`config.mk`:
```
export PLATFORM = sky130hd
export DESIGN_NAME = agt_top
export DESIGN_NICKNAME = d
export VERILOG_FILES = /design/src/agt_pkg.sv /design/src/agt_frame_avg.sv /design/src/agt_pattern.sv /design/src/agt_top.sv
export VERILOG_INCLUDE_DIRS = /design/src
export SDC_FILE = /design/constraint.sdc
export NUM_CORES = 1
export LEC_CHECK = 0
export BUFFER_PORTS_ARGS = -buffer_cell sky130_fd_sc_hd__clkbuf_2
export CAP_MARGIN = 5
export CORE_UTILIZATION = 58
export DETAILED_ROUTE_END_ITERATION = 8
export GPL_TIMING_DRIVEN = 0
export PLACE_DENSITY = 0.76
export SYNTH_ARGS = -nofsm -noshare
export SYNTH_HDL_FRONTEND = slang
export SYNTH_SLANG_ARGS = --single-unit
```
`constraint.sdc`:
```
create_clock -name clk_in -period 10.07 [get_ports clk_in]
set_input_delay 0.5035 -clock clk_in [delete_from_list [all_inputs] [get_ports clk_in]]
set_output_delay 0.5035 -clock clk_in [all_outputs]
set_load 0.01 [all_outputs]
```
`src/agt_consts.svh`:
```
// Offsets, field positions, reset values and timing figures of the
// auto gain / exposure / test pattern block.
// Assumes inclusion by bare name from the package and the design files.
`ifndef AGT_CONSTS_SVH
`define AGT_CONSTS_SVH

`define AGT_ADDR_W 4
`define AGT_DATA_W 16
`define AGT_PIX_W 12
`define AGT_CNT_W 22

`define AGT_REG_FLAG 4'h0
`define AGT_REG_CONFIG 4'h1
`define AGT_REG_REF 4'h2
`define AGT_REG_MANUAL_GAIN 4'h3
`define AGT_REG_STATUS 4'h4
`define AGT_REG_EXPOSURE 4'h5
`define AGT_REG_PAGE_SAVE 4'h6
`define AGT_REG_PAGE_BASE 4'h8
`define AGT_PAGE_COUNT 6

`define AGT_FLAG_GAIN_BIT 15
`define AGT_FLAG_EXPO_BIT 14
`define AGT_CFG_PATTERN_BIT 0
`define AGT_CFG_WIDE_BIT 1
`define AGT_CFG_SHUT_LSB 2

`define AGT_FLAG_RESET 16'h0000
`define AGT_CONFIG_RESET 16'h0000
`define AGT_REF_RESET 16'h0200
`define AGT_MANUAL_RESET 16'h0000

`define AGT_GAIN_SPAN_DB 20
`define AGT_GAIN_STEPS_PER_DB 10
`define AGT_SHUTTER_MIN_NS 1000000
`define AGT_CLK_PERIOD_NS 20
`define AGT_PAT_SHIFT_NARROW 2
`define AGT_PAT_SHIFT_WIDE 4

`endif

```
`src/agt_pkg.sv`:
```
// Types shared by the auto gain / exposure / test pattern block.
// Assumes agt_consts.svh sits beside it.
`include "agt_consts.svh"

package agt_pkg;

  typedef enum logic [1:0] {
    AGT_MODE_OFF,
    AGT_MODE_EXPO,
    AGT_MODE_GAIN,
    AGT_MODE_BAD
  } agt_mode_type;

  typedef enum logic [1:0] {
    AGT_SHUT_NONE,
    AGT_SHUT_CONT,
    AGT_SHUT_ASYNC
  } agt_shutter_type;

  typedef struct packed {
    logic [`AGT_ADDR_W-1:0] addr;
    logic [`AGT_DATA_W-1:0] wdata;
    logic wr;
    logic rd;
  } agt_reg_req_type;

  typedef struct packed {
    logic valid;
    logic [`AGT_PIX_W-1:0] data;
  } agt_pix_type;

  typedef struct packed {
    logic done;
    logic [`AGT_PIX_W+`AGT_CNT_W-1:0] sum;
    logic [`AGT_CNT_W-1:0] count;
  } agt_avg_type;

  function automatic agt_mode_type agt_decode_mode(input logic [`AGT_DATA_W-1:0] flag);
    agt_mode_type mode;
    mode = AGT_MODE_OFF;
    unique case ({flag[`AGT_FLAG_GAIN_BIT], flag[`AGT_FLAG_EXPO_BIT]})
      2'b00: mode = AGT_MODE_OFF;
      2'b01: mode = AGT_MODE_EXPO;
      2'b10: mode = AGT_MODE_GAIN;
      2'b11: mode = AGT_MODE_BAD;
    endcase
    return mode;
  endfunction

endpackage

```
`src/agt_frame_avg.sv`:
```
// Per-frame pixel sum and count, handed over on each frame start.
// Assumes frame_start_in and pixels come from logic on clk_in.
`timescale 1ns/10ps
`default_nettype none

module agt_frame_avg
  import agt_pkg::*;
(
  input wire logic clk_in,
  input wire logic rst_in,
  input wire agt_pix_type pix_in,
  input wire logic frame_start_in,
  output var agt_avg_type avg_out
);

  localparam int SUM_W = `AGT_PIX_W + `AGT_CNT_W;

  logic [SUM_W-1:0] sum;
  logic [`AGT_CNT_W-1:0] count;
  logic [SUM_W-1:0] next_sum;
  logic [`AGT_CNT_W-1:0] next_count;
  agt_avg_type next_avg;

  always_comb begin
    next_sum = sum;
    next_count = count;
    next_avg = avg_out;
    next_avg.done = 1'b0;
    if (frame_start_in) begin
      // Hand over the finished frame, restart accumulation
      next_avg.done = (count != '0);
      next_avg.sum = sum;
      next_avg.count = count;
      next_sum = '0;
      next_count = '0;
    end else if (pix_in.valid && count != '1) begin
      next_sum = sum + SUM_W'(pix_in.data);
      next_count = count + 1'b1;
    end
  end

  always_ff @(posedge clk_in or posedge rst_in) begin
    if (rst_in) begin
      sum <= '0;
      count <= '0;
      avg_out <= '0;
    end else begin
      sum <= next_sum;
      count <= next_count;
      avg_out <= next_avg;
    end
  end

endmodule

`default_nettype wire

```
`src/agt_pattern.sv`:
```
// Horizontal sawtooth test pattern, one step per valid pixel.
// Assumes pix_valid_in marks each horizontal pixel on clk_in.
`timescale 1ns/10ps
`default_nettype none

module agt_pattern
  import agt_pkg::*;
#(
  parameter int STEP_W = 8
) (
  input wire logic clk_in,
  input wire logic rst_in,
  input wire logic pix_valid_in,
  input wire logic wide_in,
  output logic [`AGT_PIX_W-1:0] pattern_out
);

  logic [STEP_W-1:0] phase;
  logic [STEP_W-1:0] next_phase;

  // Free running, so active area may start at any value
  always_comb begin
    next_phase = phase;
    if (pix_valid_in) begin
      next_phase = phase + 1'b1;
    end
  end

  always_ff @(posedge clk_in or posedge rst_in) begin
    if (rst_in) begin
      phase <= '0;
    end else begin
      phase <= next_phase;
    end
  end

  // Low bits held at zero: steps of 4 up to 1020, or 16 up to 4080
  always_comb begin
    if (wide_in) begin
      pattern_out = `AGT_PIX_W'(phase) << `AGT_PAT_SHIFT_WIDE;
    end else begin
      pattern_out = `AGT_PIX_W'(phase) << `AGT_PAT_SHIFT_NARROW;
    end
  end

  chk_phase_step: assert property (@(posedge clk_in) disable iff (rst_in)
    pix_valid_in |=> phase == STEP_W'($past(phase) + 1'b1))
    else $error("Pattern phase did not advance by one step");

endmodule

`default_nettype wire

```
`src/agt_top.sv`:
```
// Auto gain loop, auto exposure loop and test pattern insertion, with
// their register file.
// Assumes pixels, frame start and register strobes come from logic on
// clk_in; sensor_pix_in has already passed gain and offset processing.
//
// Behaviour
// - Gain loop nudges amplifier gain until frame average equals reference.
// - Loop gain spans about 20 dB of amplifier range.
// - Flag bits 15,14: 00 off at reset, 01 exposure, 10 gain.
// - Exposure loop nudges shutter time until average equals same reference.
// - Auto exposure runs continuous shutter, steps one line, 1 ms to frame.
// - Auto exposure forces continuous shutter even when no-shutter is chosen.
// - Without auto gain the manual gain setting drives the amplifier.
// - Page-save commands store the flag register per program page.
// - Test pattern replaces sensor pixels while enabled.
// - Ten-bit pattern rises by 4 per pixel and wraps after 1020.
// - Pattern low two bits zero; twelve-bit mode spans 0 to 4080.
// - Sawtooth phase is not aligned to the active area start.
// - Pattern bypasses gain and offset processing.
// - Pattern enable resets off and is written through the config register.
//
// Design decisions made here: the register addresses and the strobed register port.
`timescale 1ns/10ps
`default_nettype none

module agt_top
  import agt_pkg::*;
#(
  parameter int FRAME_LINES = 1040,
  parameter int LINE_CYCLES = 1600,
  parameter int EXP_W = 11
) (
  input wire logic clk_in,
  input wire logic rst_in,
  input wire agt_reg_req_type reg_req_in,
  output var logic [`AGT_DATA_W-1:0] reg_rdata_out,
  input wire agt_pix_type sensor_pix_in,
  input wire logic frame_start_in,
  output var agt_pix_type video_pix_out,
  output var logic [7:0] amp_gain_out,
  output var logic [EXP_W-1:0] exposure_lines_out,
  output var agt_shutter_type shutter_mode_out
);

  localparam int DW = `AGT_DATA_W;
  localparam int SUM_W = `AGT_PIX_W + `AGT_CNT_W;
  localparam logic [7:0] GAIN_MAX = 8'(`AGT_GAIN_SPAN_DB * `AGT_GAIN_STEPS_PER_DB);
  localparam int MIN_CYCLES = `AGT_SHUTTER_MIN_NS / `AGT_CLK_PERIOD_NS;
  localparam logic [EXP_W-1:0] EXP_MIN = EXP_W'((MIN_CYCLES + LINE_CYCLES - 1) / LINE_CYCLES);
  localparam logic [EXP_W-1:0] EXP_MAX = EXP_W'(FRAME_LINES);

  // Register file
  logic [DW-1:0] flag_register;
  logic [DW-1:0] config_reg;
  logic [DW-1:0] ref_level;
  logic [DW-1:0] manual_gain_setting;
  logic [DW-1:0] page_store [`AGT_PAGE_COUNT];
  logic [DW-1:0] next_flag_register;
  logic [DW-1:0] next_config_reg;
  logic [DW-1:0] next_ref_level;
  logic [DW-1:0] next_manual_gain_setting;
  logic [DW-1:0] next_page_store [`AGT_PAGE_COUNT];
  logic [DW-1:0] next_rdata;

  // Loops and outputs
  logic [7:0] gain_loop;
  logic [EXP_W-1:0] exposure_loop;
  logic [7:0] next_gain_loop;
  logic [EXP_W-1:0] next_exposure_loop;
  logic [7:0] next_amp_gain;
  agt_shutter_type next_shutter;
  agt_shutter_type cfg_shutter;
  agt_pix_type next_video;

  agt_mode_type mode;
  agt_avg_type frame_avg;
  logic [SUM_W:0] low_bound;
  logic [SUM_W:0] high_bound;
  logic too_bright;
  logic too_dark;
  logic [`AGT_PIX_W-1:0] pattern;
  logic pattern_on;
  logic wide_out;
  logic page_save;
  logic [2:0] page_idx;

  assign mode = agt_decode_mode(flag_register);
  assign pattern_on = config_reg[`AGT_CFG_PATTERN_BIT];
  assign wide_out = config_reg[`AGT_CFG_WIDE_BIT];
  assign page_idx = reg_req_in.wdata[2:0];
  assign page_save = reg_req_in.wr && reg_req_in.addr == `AGT_REG_PAGE_SAVE;

  agt_frame_avg u_avg (
    .clk_in(clk_in),
    .rst_in(rst_in),
    .pix_in(sensor_pix_in),
    .frame_start_in(frame_start_in),
    .avg_out(frame_avg)
  );

  agt_pattern #(
    .STEP_W(8)
  ) u_pattern (
    .clk_in(clk_in),
    .rst_in(rst_in),
    .pix_valid_in(sensor_pix_in.valid),
    .wide_in(wide_out),
    .pattern_out(pattern)
  );

  // Average equals reference when ref*n <= sum < (ref+1)*n; no divider
  always_comb begin
    low_bound = (SUM_W+1)'(ref_level[`AGT_PIX_W-1:0] * frame_avg.count);
    high_bound = low_bound + (SUM_W+1)'(frame_avg.count);
    too_dark = (SUM_W+1)'(frame_avg.sum) < low_bound;
    too_bright = (SUM_W+1)'(frame_avg.sum) >= high_bound;
  end

  always_comb begin
    unique case (config_reg[`AGT_CFG_SHUT_LSB +: 2])
      2'b01: cfg_shutter = AGT_SHUT_CONT;
      2'b10: cfg_shutter = AGT_SHUT_ASYNC;
      default: cfg_shutter = AGT_SHUT_NONE;
    endcase
  end

  // Register writes, page saves and read data
  always_comb begin
    next_flag_register = flag_register;
    next_config_reg = config_reg;
    next_ref_level = ref_level;
    next_manual_gain_setting = manual_gain_setting;
    next_page_store = page_store;
    next_rdata = '0;
    if (reg_req_in.wr) begin
      unique case (reg_req_in.addr)
        `AGT_REG_FLAG: next_flag_register = reg_req_in.wdata;
        `AGT_REG_CONFIG: next_config_reg = reg_req_in.wdata;
        `AGT_REG_REF: next_ref_level = reg_req_in.wdata;
        `AGT_REG_MANUAL_GAIN: next_manual_gain_setting = reg_req_in.wdata;
        default: ;
      endcase
    end
    if (page_save && page_idx < 3'(`AGT_PAGE_COUNT)) begin
      next_page_store[page_idx] = flag_register;
    end
    if (reg_req_in.rd) begin
      unique case (reg_req_in.addr)
        `AGT_REG_FLAG: next_rdata = flag_register;
        `AGT_REG_CONFIG: next_rdata = config_reg;
        `AGT_REG_REF: next_rdata = ref_level;
        `AGT_REG_MANUAL_GAIN: next_rdata = manual_gain_setting;
        `AGT_REG_STATUS: next_rdata = {amp_gain_out, 4'h0, shutter_mode_out, mode};
        `AGT_REG_EXPOSURE: next_rdata = DW'(exposure_lines_out);
        default: begin
          if (reg_req_in.addr >= `AGT_REG_PAGE_BASE
              && reg_req_in.addr < `AGT_REG_PAGE_BASE + 4'(`AGT_PAGE_COUNT)) begin
            next_rdata = page_store[3'(reg_req_in.addr - `AGT_REG_PAGE_BASE)];
          end
        end
      endcase
    end
  end

  always_ff @(posedge clk_in or posedge rst_in) begin
    if (rst_in) begin
      flag_register <= `AGT_FLAG_RESET;
      config_reg <= `AGT_CONFIG_RESET;
      ref_level <= `AGT_REF_RESET;
      manual_gain_setting <= `AGT_MANUAL_RESET;
      for (int i = 0; i < `AGT_PAGE_COUNT; i++) begin
        page_store[i] <= `AGT_FLAG_RESET;
      end
      reg_rdata_out <= '0;
    end else begin
      flag_register <= next_flag_register;
      config_reg <= next_config_reg;
      ref_level <= next_ref_level;
      manual_gain_setting <= next_manual_gain_setting;
      page_store <= next_page_store;
      reg_rdata_out <= next_rdata;
    end
  end

  // Control loops: one step per finished frame; both-bits-set runs neither
  always_comb begin
    next_gain_loop = gain_loop;
    next_exposure_loop = exposure_loop;
    if (mode != AGT_MODE_GAIN) begin
      // Track manual gain so switching the loop on starts without a jump
      next_gain_loop = (manual_gain_setting[7:0] > GAIN_MAX) ? GAIN_MAX : manual_gain_setting[7:0];
    end else if (frame_avg.done) begin
      if (too_dark && gain_loop < GAIN_MAX) begin
        next_gain_loop = gain_loop + 1'b1;
      end else if (too_bright && gain_loop != '0) begin
        next_gain_loop = gain_loop - 1'b1;
      end
    end
    if (mode != AGT_MODE_EXPO) begin
      next_exposure_loop = EXP_MAX;
    end else if (frame_avg.done) begin
      if (too_dark && exposure_loop < EXP_MAX) begin
        next_exposure_loop = exposure_loop + 1'b1;
      end else if (too_bright && exposure_loop > EXP_MIN) begin
        next_exposure_loop = exposure_loop - 1'b1;
      end
    end
    next_amp_gain = (mode == AGT_MODE_GAIN) ? gain_loop : manual_gain_setting[7:0];
    next_shutter = (mode == AGT_MODE_EXPO) ? AGT_SHUT_CONT : cfg_shutter;
  end

  always_ff @(posedge clk_in or posedge rst_in) begin
    if (rst_in) begin
      gain_loop <= '0;
      exposure_loop <= EXP_MAX;
      amp_gain_out <= '0;
      exposure_lines_out <= EXP_MAX;
      shutter_mode_out <= AGT_SHUT_NONE;
    end else begin
      gain_loop <= next_gain_loop;
      exposure_loop <= next_exposure_loop;
      amp_gain_out <= next_amp_gain;
      exposure_lines_out <= exposure_loop;
      shutter_mode_out <= next_shutter;
    end
  end

  // Pattern is inserted after gain and offset, so neither touches it
  always_comb begin
    next_video = sensor_pix_in;
    if (pattern_on) begin
      next_video.data = pattern;
    end
  end

  always_ff @(posedge clk_in or posedge rst_in) begin
    if (rst_in) begin
      video_pix_out <= '0;
    end else begin
      video_pix_out <= next_video;
    end
  end

  chk_gain_rises: assert property (@(posedge clk_in) disable iff (rst_in)
    (mode == AGT_MODE_GAIN && frame_avg.done && too_dark && gain_loop < GAIN_MAX)
    |=> gain_loop == 8'($past(gain_loop) + 1'b1))
    else $error("Gain loop did not rise on a dark frame");

  chk_gain_span: assert property (@(posedge clk_in) disable iff (rst_in)
    gain_loop <= GAIN_MAX)
    else $error("Gain loop left its span");

  chk_mode_gain: assert property (@(posedge clk_in) disable iff (rst_in)
    (flag_register[15:14] == 2'b10) |=> amp_gain_out == $past(gain_loop))
    else $error("Flag 10 did not select the gain loop");

  chk_exp_falls: assert property (@(posedge clk_in) disable iff (rst_in)
    (mode == AGT_MODE_EXPO && frame_avg.done && too_bright && exposure_loop > EXP_MIN)
    |=> exposure_loop == EXP_W'($past(exposure_loop) - 1'b1))
    else $error("Exposure did not shorten on a bright frame");

  chk_exp_range: assert property (@(posedge clk_in) disable iff (rst_in)
    exposure_loop >= EXP_MIN && exposure_loop <= EXP_MAX)
    else $error("Exposure left its line range");

  chk_shutter_cont: assert property (@(posedge clk_in) disable iff (rst_in)
    (mode == AGT_MODE_EXPO) |=> shutter_mode_out == AGT_SHUT_CONT)
    else $error("Auto exposure without continuous shutter");

  chk_manual_gain: assert property (@(posedge clk_in) disable iff (rst_in)
    (mode != AGT_MODE_GAIN) |=> amp_gain_out == $past(manual_gain_setting[7:0]))
    else $error("Manual gain not applied");

  chk_page_save: assert property (@(posedge clk_in) disable iff (rst_in)
    (page_save && page_idx < 3'(`AGT_PAGE_COUNT))
    |=> page_store[$past(page_idx)] == $past(flag_register))
    else $error("Page did not store the flag register");

  chk_pattern_out: assert property (@(posedge clk_in) disable iff (rst_in)
    (pattern_on && sensor_pix_in.valid) |=> video_pix_out.valid && video_pix_out.data == $past(pattern))
    else $error("Pattern not on the output");

  chk_pattern_lsb: assert property (@(posedge clk_in) disable iff (rst_in)
    (pattern_on && !wide_out) |=> video_pix_out.data[1:0] == 2'b00 && video_pix_out.data[11:10] == 2'b00)
    else $error("Narrow pattern bits out of range");

  chk_once_frame: assert property (@(posedge clk_in) disable iff (rst_in)
    (mode == AGT_MODE_GAIN && $past(mode) == AGT_MODE_GAIN && !$past(frame_avg.done)) |-> $stable(gain_loop))
    else $error("Gain loop moved mid frame");

  cov_gain_step: cover property (@(posedge clk_in) disable iff (rst_in)
    mode == AGT_MODE_GAIN && frame_avg.done && too_bright && gain_loop != '0);
  cov_exp_step: cover property (@(posedge clk_in) disable iff (rst_in)
    mode == AGT_MODE_EXPO && frame_avg.done && too_dark && exposure_loop < EXP_MAX);
  cov_pattern: cover property (@(posedge clk_in) disable iff (rst_in)
    pattern_on && wide_out && sensor_pix_in.valid);

endmodule

`default_nettype wire

```
* Yosys cells after proc, flatten, opt, wreduce, memory -nomap -nowiden *
Index checks and enable logic that the tools add are counted.

storage, ports and cells
  flip-flop bits (word level) = 350
  input port bits = 38
  output and inout port bits = 50
  word-level logic and storage cells = 117

cells by class
  add/subtract/negate cells = 9
  $mul = 1
  order comparisons = 12
  equality and inequality tests = 16
  mux-type cells = 29
  bitwise logic cells = 2
  reduce and logical (&&, ||, !) cells = 24

operators by type and width
  operator                 count
  $bwmux W96               1
  $pmux W16 S6             1
  $mux W16                 5
  $mux W34                 2
  $mux W57                 1
  $bmux W16 S3             1
  $demux W16 S3            1
  $mux W8                  6
  $mux W11                 4
  $mux W22                 2
  $add A34 B22 Y35         1
  $ge A34 B35 Y1           1
  $add A34 B12 Y34         1
  $lt A34 B34 Y1           1
  $mul A12 B22 Y34         1
  $mux W12                 2
  $add A22 B1 Y22 const B  1
  $ne A22 B22 Y1 const B   1
  $reduce_bool A22 Y1      1
  $add A8 B1 Y8 const B    2
  $eq A4 B3 Y1 const B     3
  $ge A4 B4 Y1 const B     3
  $reduce_and A2 Y1        6
  $add A11 B1 Y11 const B  1
  other kinds (26)         44

* Logic depth before layout (Yosys ltp) *
  depth in word-level cells = 8
  mapped depth = 44
  depth with buffers taken out = 43

* Modules after synthesis *
From an unflattened synthesis, not the netlist that was laid out.

second synthesis, totals
  cells, all modules = 2769
  area, all modules = 27826.7 um^2

modules (own cells, without submodules)
  module         instances  cells an instance  area an instance (um^2)  sequential area each (um^2)
  agt_top        1          2234               21878.5                  5736.8
  agt_frame_avg  1          494                5486.5                   2827.7
  agt_pattern    1          41                 461.7                    200.2

* Least setup slack after synthesis *
OpenSTA, ideal clock, no wires.

  path type = reg-to-reg
  start point = register ref_level[9]
  end point = register exposure_loop[10]
  setup time = 0.082 ns
  data arrival time = 9.201 ns
  required time = 9.988 ns
  setup slack = 0.787 ns
  cell stages (with the launch flop) = 41
  path buffers = 1
  period minus slack after synthesis = 9.283 ns
  cell sequence = dfstp_2 -> clkbuf_1 -> nand2_1 -> fa_1 -> inv_1 -> fa_1 -> inv_1 -> fa_1 -> inv_1 -> fa_1 -> inv_1 -> fa_1 -> inv_1 -> ha_1 -> nand2_1 -> nor2_1 -> and3_1 -> a21bo_2 -> [5 not listed] -> a21oi_1 -> o2bb2ai_1 -> nor4_1 -> o211ai_1 -> o2111ai_1 -> nand3_1 -> fa_1 -> a21o_1 -> a21oi_1 -> o21bai_1 -> a21oi_1 -> o21bai_1 -> a21oi_1 -> o21bai_1 -> a21oi_1 -> o21a_1 -> o22ai_1 -> a211o_1

on the way
  word-level cells in the longest chain between the ends = 6
  elaborated cells on any way between the ends = 11
  classes of those cells = add/sub: 1; mul: 1; order compare: 2; mux: 3; reduce/logical: 4

ends and longest elaborated chain
  item                                                                    line                            source
  start, declared                                                         agt_top.sv:55                   logic [DW-1:0] ref_level;
  start signal, assigned                                                  agt_top.sv:169                  ref_level <= `AGT_REF_RESET;
  start signal, assigned                                                  agt_top.sv:178                  ref_level <= next_ref_level;
  $mul A12 B22 Y34 *                                                      agt_top.sv:113                  low_bound = (SUM_W+1)'(ref_level[`AGT_PIX_W-1:0] * frame_avg.count);
  $add A34 B22 Y35 / $lt A34 B34 Y1 (equally long branches)               agt_top.sv:114, agt_top.sv:115
  $ge A34 B35 Y1 / $logic_and A1 B1 Y1 (equally long branches)            agt_top.sv:116, agt_top.sv:202
  $logic_and A1 B1 Y1 / $mux W11 (equally long branches)                  agt_top.sv:204, agt_top.sv:202
  $reduce_bool A3 Y1 (no source line) / $mux W11 (equally long branches)  --
  $reduce_and A2 Y1 (no source line) / $mux W11 (equally long branches)   --
  end signal, assigned                                                    agt_top.sv:221                  exposure_loop <= next_exposure_loop;
  end, declared                                                           agt_top.sv:67                   logic [EXP_W-1:0] exposure_loop;

Every way passes the cells marked *; elsewhere a longest branch is shown, timed or not. The select of a mux whose other input is x is not followed.
A chain may end at the register's enable or synchronous reset.

* Worst setup path after layout *
Same ends and word-level chain as after synthesis.

==> flow_summary.json <==
{
  "synth-seq-cells": 350,
  "synth_top_area_share_pct": 31.5,
  "overflow": 0,
  "synth_area_leaders": "dfrtp_1 (32%), fa_1 (15%), mux2_2 (8.8%)",
  "dr_total_vias": 20900,
  "finalCritPeriodShare_pct": 96.6,
  "route.detailed.drc": 0,
  "crit_start": "ref_level[9]$_DFFE_PP1P_",
  "syn2layout_area_growth_pct": 11.8,
  "ir_drop_mv": 0.224,
  "ff2ff_path_depth": 36,
  "finalMaxSlewViolations": 0,
  "async_reset_ff_share_pct": 100,
  "route.detailed.wl_per_inst_um": 20.5,
  "min_path_cells": 1,
  "use_met1_pct": 40.0,
  "cts_buffer_depth": 3,
  "preCtsSetupSlack_ns": -1.55,
  "cts_tree": "done",
  "fp.dieH_um": 219,
  "setup_viol": 0,
  "p_leak_nw": 15.3,
  "antenna_found_initial": 2,
  "required_ns": 10.53,
  "synth-edff-count": 0,
  "ant_nets": 0,
  "initial_core_util_pct": 58.9,
  "status": "complete, no violations",
  "fp-row-count": 79,
  "grt.met3_usage_pct": 3.63,
  "diodes": 0,
  "critPathKind": "reg -> reg",
  "hpwl_um": 56200,
  "hold_end": "video_pix_out[12]$_DFF_PP0_",
  "worstSetupStartpointType": "register",
  "synth_top_cell_by_area": "dfrtp_1",
  "root_buffer": "clkbuf_16",
  "num-nets-final": 3297,
  "worstMarginPinSlew_ns": 1.32,
  "cp-end-kind": "register",
  "routabilityCongestion": 0.928,
  "clock_skew_ns": 0.0194,
  "postSynthAreaPerCell_um2": 10.1,
  "die_w_um": 219,
  "fin_ws_ns": 0.339,
  "clkLatencyLatePin_ns": 0.54,
  "cpMostUsedCell": "fa_1",
  "largestRegisters": "page_store x96, u_avg.avg_out x57, u_avg.sum x34",
  "htreeDepth": 2,
  "synth_cell_types": 88,
  "grtUsageTotal_pct": 30.3,
  "routed_wl_um": 71600,
  "yosysSeqAreaShare_pct": 32.0,
  "final_cell_mix": "dfrtp_1 (327), nand2_1 (314), inv_1 (297)",
  "largest_reg_flops": 96,
  "layout_commonest_cell": "dfrtp_1",
  "critPathSlowestCell": "dfstp_2",
  "synth_cells": 2712,
  "clk_pin_slew_ns": 0.06,
  "crit_path_max_incr_delay_ns": 0.67,
  "ys_warn_count": 0,
  "cp.arrival_ns": 10.19,
  "grt_use_met2_pct": 51.7,
  "syn_area_um2": 27400,
  "cts_buffers": 36,
  "clock-sinks": 350,
  "grt_max_degree": 47,
  "grt.busiest_layer": "met2",
  "numPortBuffers": 84,
  "power_density_nw_per_um2": 140,
  "setup-tns-final_ns": 0,
  "maxCapViolCount": 0,
  "largest-register": "page_store",
  "vias_per_cell": 5.97,
  "worstReg2RegStart": "ref_level[9]$_DFFE_PP1P_",
  "grt_pass1_vias": 21500,
  "hp-class": "in -> reg",
  "dominantRegCellSynth": "dfrtp_1",
  "final_core_util_pct": 65.8,
  "firstDrtPassIters": 8,
  "worstHoldStart": "sensor_pix_in[12]",
  "fin_crit_ns": 9.73,
  "timing.fmax_ghz": 0.103,
  "coreArea_um2": 46600,
  "drive_above_1_share_pct": 19.3,
  "syn_nets": 3142,
  "die-area_um2": 48100,
  "grt_pass1_wl_um": 115000,
  "hold_violations": 0,
  "path_max_fanout": 10,
  "io_pins": 88,
  "timing.rr.end": "exposure_loop[10]$_DFFE_PP1P_",
  "reg2reg_slack_ns": 0.34,
  "slew_headroom_pct": 11.5,
  "drt_iter0_markers": 1628
}
[cell families after synthesis]
| logic type | synth area share [%] |
|---|---|
| AOI/OAI and AO/OA | 10.3 |
| xor gates and xnor gates | 3.86 |
| adders and majority gates | 23.5 |
| buffers and inverters | 5.90 |
| DFF | 32.0 |
| muxes | 11.1 |
| and+or+nand+nor | 13.4 |
[where the power goes]
part           internal, mW  total [mW]  switching (mW)
clock network         0.802        1.39           0.592
logic                 0.487        1.11           0.626
registers              1.57        1.79           0.214
total                  2.86        4.29            1.43
[synthesized netlist by cell type, types with 11 or more instances]
cell type  number
and2_1         86
dfrtp_1       345
nand3_1        52
or3_1          12
nor3_1         27
fa_1          204
a21o_1         57
a221oi_1       11
inv_1         298
nand4_1        37
o21bai_1       18
a21oi_1       128
a211oi_1       12
nor2b_1        26
mux2_2        215
a22oi_1        16
nor2_1         90
mux2i_1        25
and3_1         32
xor2_1         57
nand2_1       315
o21ai_0        66
nand2b_1       11
clkbuf_1      112
nor4_1         12
o21a_1         11
ha_1          188
xnor2_1        60
mux4_2         16
o211ai_1       17
[per-stage QoR]
stage,total power [mW],hold slack (ns),cell area (um^2),cells
floorplan,2.44,0.371,27400,2712
global placement,2.76,0.379,28600,3403
detailed placement,2.82,0.382,28800,3412
CTS,4.25,0.0671,30300,3486
global route,4.49,0.0794,30600,3502
finish,4.29,0.0817,30600,3502
[worst max-delay path by stage]
stage | endpoint | slack [ns] | depth (start not counted)
after detailed placement | exposure_loop[10]$_DFFE_PP1P_ | -1.55 | 38
after global placement | exposure_loop[10]$_DFFE_PP1P_ | -1.36 | 38
after global routing | gain_loop[3]$_DFFE_PP0P_ | -0.004 | 45
after floorplan | exposure_loop[10]$_DFFE_PP1P_ | 0.79 | 40
after CTS | exposure_loop[10]$_DFFE_PP1P_ | 0.01 | 38
final | exposure_loop[10]$_DFFE_PP1P_ | 0.34 | 36
[worst max-delay path: cells and delay by family, from the launching register on]
kind / cells / cell delay (ns)
adders and majority gates: 8 / 3.70
buffers and inverters: 3 / 0.28
DFF: 1 / 0.67
and+or+nand+nor: 5 / 0.99
AOI/OAI and AO/OA: 19 / 3.64
xor gates and xnor gates: 1 / 0.36
[area by class of cell]
type,count,area [um^2]
Fill cell,3536,15900
Buffer,122,618
Timing Repair Buffer,121,811
Sequential cell,350,8790
Clock buffer,49,1020
Tap cell,607,759
Clock inverter,17,210
Multi-Input combinational cell,1938,17300
Inverter,298,1120
[routing by layer]
metal	up-vias	wire, um
li1	9518	-
met2	688	35100
met1	10600	30000
met3	149	4070
met5	-	10
met4	2	2490
[timing repair]
action	in CTS	in global routing
hold buffers	1	0
setup buffers	7	19
pin swaps	6	13
resized for setup	66	116
setup endpoints to repair	19	19
gates cloned	0	1
hold endpoints to repair	18	0
Power figures use the tool's default switching activity.
